--- config.mk ---
export PLATFORM = sky130hd
export DESIGN_NAME = mth_trigger
export DESIGN_NICKNAME = d
export VERILOG_FILES = /design/src/mth_pkg.sv /design/src/mth_sync.sv /design/src/mth_trigger.sv
export SDC_FILE = /design/constraint.sdc
export NUM_CORES = 1
export LEC_CHECK = 0
export ABC_CLOCK_PERIOD_IN_PS = 1700
export CORE_MARGIN = 2
export CORE_UTILIZATION = 52
export DETAILED_ROUTE_END_ITERATION = 8
export DONT_BUFFER_PORTS = 1
export PLACE_DENSITY = 0.78
export SYNTH_ARGS = -nofsm -noshare
export SYNTH_HDL_FRONTEND = slang
export SYNTH_SLANG_ARGS = --single-unit
--- constraint.sdc ---
create_clock -name clk -period 1.7 [get_ports clk]
set_clock_uncertainty 0.05 [all_clocks]
set_input_delay 0.255 -clock clk [delete_from_list [all_inputs] [get_ports clk]]
set_output_delay 0.255 -clock clk [all_outputs]
set_load 0.005 [all_outputs]
--- src/mth_pkg.sv ---
// Package of constants and types for the measurement trigger handshake
package mth_pkg;
  localparam int unsigned MTH_MAX_OUTSTANDING = 4;
  localparam logic MTH_READY_RST = 1'b1;
  localparam logic MTH_ERR_RST = 1'b0;
  localparam logic MTH_COLOUR_RST = 1'b1;
  localparam logic MTH_PULSE_RST = 1'b0;
  typedef enum logic [1:0] {
    MTH_IDLE = 2'b00,
    MTH_EXPOSE = 2'b01,
    MTH_LOAD = 2'b10
  } mth_cam_e;
endpackage

--- src/mth_sync.sv ---
// Two-flip-flop synchroniser for pin inputs
`timescale 1ns/1ps
`default_nettype none
module mth_sync #(
  parameter int WIDTH = 1
) (
  input wire logic clk, // System clock
  input wire logic resetn, // Async reset, active low
  input wire logic [WIDTH-1:0] d, // Asynchronous input
  output logic [WIDTH-1:0] q // Synchronised output
);
  if (WIDTH < 1) begin : g_bad_width
    $error("WIDTH must be at least 1");
  end
  logic [WIDTH-1:0] meta_r;
  logic [WIDTH-1:0] q_r;
  always_ff @(posedge clk or negedge resetn) begin
    if (!resetn) begin
      meta_r <= '0;
      q_r <= '0;
    end else begin
      meta_r <= d;
      q_r <= meta_r;
    end
  end
  assign q = q_r;
endmodule // mth_sync
`default_nettype wire

--- src/mth_trigger.sv ---
// Measurement trigger handshake: ready, error and exposure-done logic
`timescale 1ns/1ps
`default_nettype none
module mth_trigger
  import mth_pkg::*;
#(
  parameter int MAX_OUT = mth_pkg::MTH_MAX_OUTSTANDING
) (
  input wire logic clk, // 40 MHz clock
  input wire logic resetn, // Async reset, active low
  input wire logic trig_pin, // Parallel trigger pin, asynchronous
  input wire logic trig_cmd, // Command trigger pulse, same clock
  input wire logic cmd_is_fieldbus, // Command arrives over fieldbus
  input wire logic exposure_end, // Camera exposure finished pulse
  input wire logic load_done, // Image load into camera buffer done pulse
  input wire logic proc_done, // One measurement processing finished pulse
  input wire logic flow_multi_cam, // Flow has several camera inputs
  input wire logic flow_hdr, // Flow has an HDR input unit
  input wire logic flow_repeat_cam, // Branching repeats a camera input
  input wire logic scene_change, // Scene change pulse
  output logic ready, // Can accept next trigger
  output logic trig_accept, // Trigger accepted pulse
  output logic error_out, // Parallel error output
  output logic exposure_done_out, // Exposure done pulse
  output logic multi_input_en, // Early ready release permitted
  output logic image_default // No image yet, default colour image
);
  import mth_pkg::*;

  // Count width follows MAX_OUT; the upper bound keeps the counter small
  if (MAX_OUT < 1 || MAX_OUT > 255) begin : g_bad_max_out
    $error("MAX_OUT out of range");
  end

  ////////////////////////////////////////////////////////////////////////////
  // Trigger intake
  logic trig_sync;
  logic trig_prev_r;
  logic trig_prev_nxt;
  logic trig_evt;

  mth_sync #(.WIDTH(1)) u_sync (
    .clk(clk),
    .resetn(resetn),
    .d(trig_pin),
    .q(trig_sync)
  );

  // Edge taken on the synchronised copy only
  assign trig_prev_nxt = trig_sync;
  always_ff @(posedge clk or negedge resetn) begin
    if (!resetn) begin
      trig_prev_r <= 1'b0;
    end else begin
      trig_prev_r <= trig_prev_nxt;
    end
  end
  assign trig_evt = (trig_sync & ~trig_prev_r) | trig_cmd;

  ////////////////////////////////////////////////////////////////////////////
  // Early release allowed only for a single plain camera input fed by pins/fieldbus
  logic cmd_seen_r;
  logic cmd_seen_nxt;
  always_comb begin
    cmd_seen_nxt = cmd_seen_r;
    if (scene_change) begin
      cmd_seen_nxt = 1'b0;
    end
    if (trig_cmd && !cmd_is_fieldbus) begin
      cmd_seen_nxt = 1'b1;
    end
  end
  always_ff @(posedge clk or negedge resetn) begin
    if (!resetn) begin
      cmd_seen_r <= 1'b0;
    end else begin
      cmd_seen_r <= cmd_seen_nxt;
    end
  end
  assign multi_input_en = ~(flow_multi_cam | flow_hdr | flow_repeat_cam | cmd_seen_r);

  ////////////////////////////////////////////////////////////////////////////
  // Camera phase, outstanding count, ready
  localparam int CW = $clog2(MAX_OUT + 1);
  localparam logic [CW-1:0] CNT_MAX = CW'(MAX_OUT);
  mth_cam_e cam_r, cam_nxt;
  logic [CW-1:0] out_r, out_nxt;
  logic ready_r, ready_nxt;
  logic err_r, err_nxt;
  logic exp_r, exp_nxt;
  logic acc_r, acc_nxt;
  logic dflt_r, dflt_nxt;
  logic take;

  assign take = trig_evt & ready_r;

  always_comb begin
    cam_nxt = cam_r;
    out_nxt = out_r;
    exp_nxt = 1'b0;
    acc_nxt = take;
    err_nxt = trig_evt & ~ready_r;
    dflt_nxt = dflt_r;
    unique case (cam_r)
      MTH_IDLE: begin
        if (take) begin
          cam_nxt = MTH_EXPOSE;
        end
      end
      MTH_EXPOSE: begin
        if (exposure_end) begin
          cam_nxt = MTH_LOAD;
          exp_nxt = 1'b1;
        end
      end
      MTH_LOAD: begin
        if (load_done) begin
          cam_nxt = MTH_IDLE;
          dflt_nxt = 1'b0;
        end
      end
      default: cam_nxt = MTH_IDLE;
    endcase
    // Scene change wins over a load in the same cycle: the new scene has no image yet
    if (scene_change) begin
      dflt_nxt = 1'b1;
    end
    // Count measurements whose processing is still running
    if (take && !(proc_done && out_r != '0)) begin
      out_nxt = out_r + CW'(1);
    end else if (!take && proc_done && out_r != '0) begin
      out_nxt = out_r - CW'(1);
    end
    // Without early release the whole processing must end before ready
    if (cam_nxt != MTH_IDLE) begin
      ready_nxt = 1'b0;
    end else if (out_nxt >= CNT_MAX) begin
      ready_nxt = 1'b0;
    end else if (!multi_input_en && out_nxt != '0) begin
      ready_nxt = 1'b0;
    end else begin
      ready_nxt = 1'b1;
    end
  end

  always_ff @(posedge clk or negedge resetn) begin
    if (!resetn) begin
      cam_r <= MTH_IDLE;
      out_r <= '0;
      ready_r <= MTH_READY_RST;
      err_r <= MTH_ERR_RST;
      exp_r <= MTH_PULSE_RST;
      acc_r <= MTH_PULSE_RST;
      dflt_r <= MTH_COLOUR_RST;
    end else begin
      cam_r <= cam_nxt;
      out_r <= out_nxt;
      ready_r <= ready_nxt;
      err_r <= err_nxt;
      exp_r <= exp_nxt;
      acc_r <= acc_nxt;
      dflt_r <= dflt_nxt;
    end
  end

  assign ready = ready_r;
  assign error_out = err_r;
  assign exposure_done_out = exp_r;
  assign trig_accept = acc_r;
  assign image_default = dflt_r;
endmodule // mth_trigger
`default_nettype wire

==> results of run 1 <==
-- per-stage QoR --
step / utilization / hold slack, ns / area [um^2]
finish: 0.677 / 0.0203 / 783
global placement: 0.607 / -0.0903 / 702
detailed placement: 0.607 / -0.0902 / 702
global route: 0.677 / 0.00557 / 783
floorplan: - / -0.0906 / 681
CTS: 0.647 / 0.00738 / 748
-- worst reg2reg max path, cell delays in order (launching register included) --
cell and delay, ns:
dfrtp_1 0.37, inv_2 0.05, ha_4 0.16, ha_4 0.15, nand2b_4 0.17, o211ai_1 0.14, o22ai_1 0.13, a221oi_2 0.24
nor3_2 0.07
-- synthesized netlist by cell type (all sizes together) --
library cell,instances,area share
nor2b,1,0.020
mux2,1,0.017
dfrtp,12,0.44
nor3b,1,0.011
xnor2,3,0.039
a21o,1,0.011
ha,3,0.056
o21ai,3,0.039
a31oi,1,0.0093
or2,1,0.0093
nor2,6,0.033
and3b,1,0.013
nand2,1,0.0056
mux2i,1,0.015
a221oi,1,0.022
dfstp,2,0.078
a21oi,1,0.0074
buf,1,0.017
o22ai,2,0.019
nor3,1,0.015
nand2b,1,0.020
o211ai,1,0.011
nand3b,2,0.022
o31a,1,0.013
a211oi,1,0.011
inv,6,0.033
nor4,1,0.0093
-- metal layers --
layer,global-route usage,routed length [um],vias up
li1,-,-,216
met1,0.251,544,211
met2,0.242,500,19
met3,0.0667,91,4
met4,0.103,21,0
met5,0,0,-
-- where the power goes --
part | leakage, uW | switching [uW] | total, uW | internal, uW
Clock | 0.0000150 | 98.7 | 190 | 91.0
Sequential | 0.000169 | 60.6 | 479 | 419
Combinational | 0.000166 | 256 | 543 | 287
-- state kept, by name, summed over array words and instances (netlist names) --
signal,count
image_default,1
u_sync.meta_r,1
trig_accept,1
cmd_seen_r,1
u_sync.q,1
trig_prev_r,1
out_r,3
ready,1
exposure_done_out,1
cam_r,2
error_out,1
-- cells by family (layout without fill, tap and decap cells) --
logic type | count (synthesis) | count (layout) | synth area share
and+or+nand+nor | 16 | 16 | 0.159
DFF | 14 | 14 | 0.522
AOI/OAI and AO/OA | 12 | 12 | 0.143
buffers and inverters | 7 | 16 | 0.0500
adders and majority gates | 3 | 3 | 0.0556
xor gates and xnor gates | 3 | 3 | 0.0389
muxes | 2 | 2 | 0.0315
-- area by class of cell --
type | instances | area (um^2) | area share
multi-input combinational | 36 | 314 | 0.401
timing repair buffer | 6 | 50.0 | 0.0639
inverter | 6 | 22.5 | 0.0288
tap | 14 | 17.5 | 0.0224
sequential | 14 | 353 | 0.450
clock buffer | 4 | 26.3 | 0.0335
-- what timing repair did --
item,in CTS,in global routing
hold buffers,2,0
buffers inserted,0,2
hold endpoints to repair,15,0
setup endpoints to repair,0,2
resized for setup,0,4
-- final timing paths --
check | slack (ns) | depth (start not counted) | end | start
worst max-delay path | 0.10 | 8 | ready$_DFF_PN1_ | out_r[0]$_DFF_PN0_
min in group asynchronous | 0.38 | 1 | trig_accept$_DFF_PN0_ | resetn
worst min register to register | 0.31 | 0 | u_sync.q$_DFF_PN0_ | u_sync.meta_r$_DFF_PN0_
worst max register to register | 0.10 | 8 | ready$_DFF_PN1_ | out_r[0]$_DFF_PN0_
max in group asynchronous | 0.82 | 1 | cam_r[1]$_DFF_PN0_ | resetn
worst min-delay path | 0.02 | 1 | cmd_seen_r$_DFFE_PN0P_ | cmd_is_fieldbus
==> impl_results.md, run 1 <==
* Final setup fails at 0
* Cell leakage power at 0.000350 uW
* N_diodes at 0
* Worst Setup Slack, final at 0.102 ns
* Yosys warnings at 0
* Clock latency on the worst-skew pair at 0.27 ns
* Critical path's largest stage delay at 0.37 ns
* CP Class: reg2reg
* Power per cell area at 1550 nW/um^2
* Critical path fanouts, max at 7
* Final period util at 0.940
* Post-DP HPWL at 829 um
* First-pass iteration count of the detailed router at 2
* Syn nets at 72
* CTS tree: yes
* Global-route wire length before repair at 1810 um
* Die Width at 40.0 um
* Post-synth cell types at 28
* Total CTS buffers at 3
* Antenna viol nets, final at 0
* Crit path time final at 1.60 ns
* Sequential fraction of the synthesis area at 0.522
* #FFs+latches synth at 14
* Filler cells at 88
* Most frequent CP cell: ha_4
* F_max at 626 MHz
* Worst Hold Class: in2reg
* Slew Limit Fails at 0
* Initial core utilization at 0.584
* Slew @ Worst Pin at 0.625 ns
* Critical path launch point type: flop
* Num ports at 18
* CP max-delay cell: dfrtp_1
* DIE AREA at 1600 um^2
* Worst path cell trace: inv_2 > ha_4 > ha_4 > nand2b_4 > o211ai_1 > o22ai_1 > a221oi_2 > nor3_2
* Clock Path Buffers at 2
* Detailed router's first-iteration violation count at 2
* CP delay by family, top: compound AO/OA/AOI/OAI gates
* WP buf/inv at 1
* Final layout net count at 82
* Mean post-synth cell area at 11.9 um^2
* Drt via density at 5.63
* Core area at 1160 um^2
* Total Power at 1210 uW
* Final Non-Filler Cells at 80
* Port Buffer Count at 0
* Outcome: completed
* H-tree depth at 1
* Hold Vio Cnt, Final at 0
* Max cap viols at 0
* Clock Pin Slew Worst Setup and Hold Paths at 0.08 ns
* Avg WL per Cell at 14.5 um
* Fin Setup TNS at 0 ns
* Area delta synth->final at 15.9%
* CP endpoint kind: flop
* Drc violations at 0
* Commonest non-fill, non-tap cell in the layout: dfrtp_1
* Inst Count DP at 72
* Largest net degree at the start of global routing at 15
* Die Y at 40.0 um
* CTS Root Cell: clkbuf_4
* Worst EP required at 1.85 ns
* Slew headroom at 0.582
* GRT Util Overall at 0.182
* CTS sink count at 14
* Commonest non-fill, non-tap cells in the layout: 12 x dfrtp_1, 6 x nor2_1, 4 x inv_1, 4 x buf_4
* Synth Instances at 57
* WL final at 1160 um
* Vias at 450
* VDD IR-drop max at 0.708 mV
* Share of layout cells above drive strength 1 at 0.303
* Total global routing overflow at 0
* RSZ-0062 raised after global routing: yes
* Initial antenna violation count at 0
* Vias in the first global route at 404
* Worst EP arrival at 1.75 ns
* DP Worst Slack at 0.0766 ns
* Rows at 12
* Netlist Area Pre-Place at 676 um^2
* RePlAce Congestion at 0.739
Power figures use the tool's default switching activity.
==> run 2: changes to the inputs <==
--- a/config.mk
+++ b/config.mk
@@ -6,11 +6,12 @@
 export NUM_CORES = 1
 export LEC_CHECK = 0
 export ABC_CLOCK_PERIOD_IN_PS = 1700
-export CORE_MARGIN = 2
-export CORE_UTILIZATION = 52
+export CORE_AREA = 2 2 39 41
+export CTS_BUF_LIST = sky130_fd_sc_hd__clkbuf_4
 export DETAILED_ROUTE_END_ITERATION = 8
+export DIE_AREA = 0 0 41 43
 export DONT_BUFFER_PORTS = 1
-export PLACE_DENSITY = 0.78
+export PLACE_DENSITY = 0.76
 export SYNTH_ARGS = -nofsm -noshare
 export SYNTH_HDL_FRONTEND = slang
 export SYNTH_SLANG_ARGS = --single-unit
==> impl_results.md, run 2 (synthesized netlist as in run 1, its figures left out) <==
* Outcome: completed
* Largest register FFs at 3
* Avg WL per Cell at 14.1 um
* VDD IR-drop max at 0.660 mV
* Fin Setup TNS at 0 ns
* Drt via density at 5.44
* CP max-delay cell: dfrtp_1
* Initial antenna violation count at 0
* Post-CTS setup buffers at 0
* Initial core utilization at 0.488
* Power per cell area at 1520 nW/um^2
* H-tree depth at 1
* Global-route wire length before repair at 1770 um
* Slew @ Worst Pin at 0.597 ns
* Share of layout cells above drive strength 1 at 0.250
* CP endpoint kind: flop
* Switch share at 0.348
* Critical path launch point type: flop
* WL final at 1130 um
* Worst EP arrival at 1.78 ns
* Final setup fails at 0
* Hold slack at 0.0189 ns
* Hold endpoint: image_default$_DFFE_PN1P_
* Beginning of the worst hold path: scene_change
* Die Width at 41 um
* Commonest non-fill, non-tap cells in the layout: 12 x dfrtp_1, 6 x inv_1, 6 x nor2_1
* CTS tree: yes
* Drc violations at 0
* Slew headroom at 0.600
* Cell leakage power at 0.000343 uW
* CTS Root Cell: clkbuf_4
* Worst Setup Slack, final at 0.0685 ns
* Critical path's largest stage delay at 0.38 ns
* GRT Util Overall at 0.155
* Worst R2R Path Depth at 8
* Final layout net count at 80
* Detailed router's first-iteration violation count at 13
* Final period util at 0.960
* Max cap viols at 0
* Total Power at 1160 uW
* Largest net degree at the start of global routing at 15
* CP Class: reg2reg
* Reg2reg start: out_r[0]$_DFF_PN0_
* FF-to-FF setup slack at 0.07 ns
* R2r endpoint: ready$_DFF_PN1_
* Num ports at 18
* Worst EP required at 1.85 ns
* Final core occ at 0.550
* N_diodes at 0
* Worst path cell trace: inv_1 > ha_2 > ha_4 > nand2b_4 > o211ai_1 > o22ai_1 > a221oi_2 > nor3_2
* Pint at 756 uW
* Crit path time final at 1.63 ns
* Clock Path Buffers at 2
* Seq pwr share at 0.410
* Total global routing overflow at 0
* Die Y at 43 um
* Logic pwr share at 0.431
* Port Buffer Count at 0
* Hold Vio Cnt, Final at 0
* Total CTS buffers at 3
* Post-DP HPWL at 855 um
* RePlAce Congestion at 0.707
* Clock latency on the worst-skew pair at 0.27 ns
* CTS sink count at 14
* DP Worst Slack at 0.0611 ns
* Slew Limit Fails at 0
* First-pass iteration count of the detailed router at 4
* Critical path fanouts, max at 7
* Largest Register: out_r
* Vias in the first global route at 420
* Clk pwr share at 0.159
* Worst Hold Class: in2reg
* Vias at 435
* Rows at 14
* Antenna viol nets, final at 0
* RSZ-0062 raised after global routing: yes
* F_max at 613 MHz
* Sw Pwr at 403 uW
* Clock Pin Slew Worst Setup and Hold Paths at 0.08 ns
* Commonest non-fill, non-tap cell in the layout: dfrtp_1
* Top Registers: out_r x3, cam_r x2
* Core area at 1380 um^2
* Area delta synth->final at 12.6%
* Worst Hold Depth at 1
* DIE AREA at 1760 um^2
run 2: cell types whose count changed in the layout (fill, tap and decap cells not counted), sizes merged:
| cell | delta |
|---|---|
| buf | -2 |
| clkinv | +1 |
| clkbuf | -1 |
run 2: per-stage QoR:
step,instances,cell area (um^2)
2_1_floorplan,57,681
4_1_cts,80,751
3_5_place_dp,74,704
6_report,80,761
5_1_grt,80,761
3_3_place_gp,74,704
run 2: worst max-delay path by stage:
stage                       startpoint         endpoint  slack (ns)  cells after the start
floorplan           out_r[0]$_DFF_PN0_  ready$_DFF_PN1_       -0.01                      9
global placement    out_r[1]$_DFF_PN0_  ready$_DFF_PN1_        0.12                      8
detailed placement  out_r[1]$_DFF_PN0_  ready$_DFF_PN1_        0.06                      8
CTS                 out_r[1]$_DFF_PN0_  ready$_DFF_PN1_        0.05                      8
global route        out_r[0]$_DFF_PN0_  ready$_DFF_PN1_       -0.06                      8
finish              out_r[0]$_DFF_PN0_  ready$_DFF_PN1_        0.07                      8
run 2: power groups by stage:
stage,logic [uW],registers [uW],clock network [uW]
floorplan,346,487,0
global placement,438,480,0
detailed placement,455,483,0
CTS,470,477,193
global route,559,487,215
finish,499,475,184
run 2: per-layer routing:
metal | share of wire | wire length [um] | global-route usage
met2 | 0.53 | 600 | 0.234
met4 | 0.013 | 15 | 0.0800
met1 | 0.39 | 439 | 0.187
met5 | 0 | 0 | 0
met3 | 0.061 | 69 | 0.0524
run 2: area by class of cell:
| class | instances | area (um^2) |
|---|---|---|
| fill | 123 | 623 |
| sequential | 14 | 353 |
| multi-input combinational | 36 | 304 |
| timing repair buffer | 4 | 35.0 |
| clock buffer | 3 | 22.5 |
| inverter | 6 | 22.5 |
| tap | 16 | 20.0 |
| clock inverter | 1 | 3.75 |
run 2: repair_timing:
item | CTS | global route
hold buffers | 2 | 0
resized for setup | 0 | 1
hold endpoints to repair | 15 | 0
setup endpoints to repair | 0 | 1
run 2: critical path: cells and delay by family, from the launching register on:
kind	cells	cell delay [ns]
DFF	1	0.38
buffers and inverters	1	0.06
and+or+nand+nor	2	0.34
adders and majority gates	2	0.30
AOI/OAI and AO/OA	3	0.41
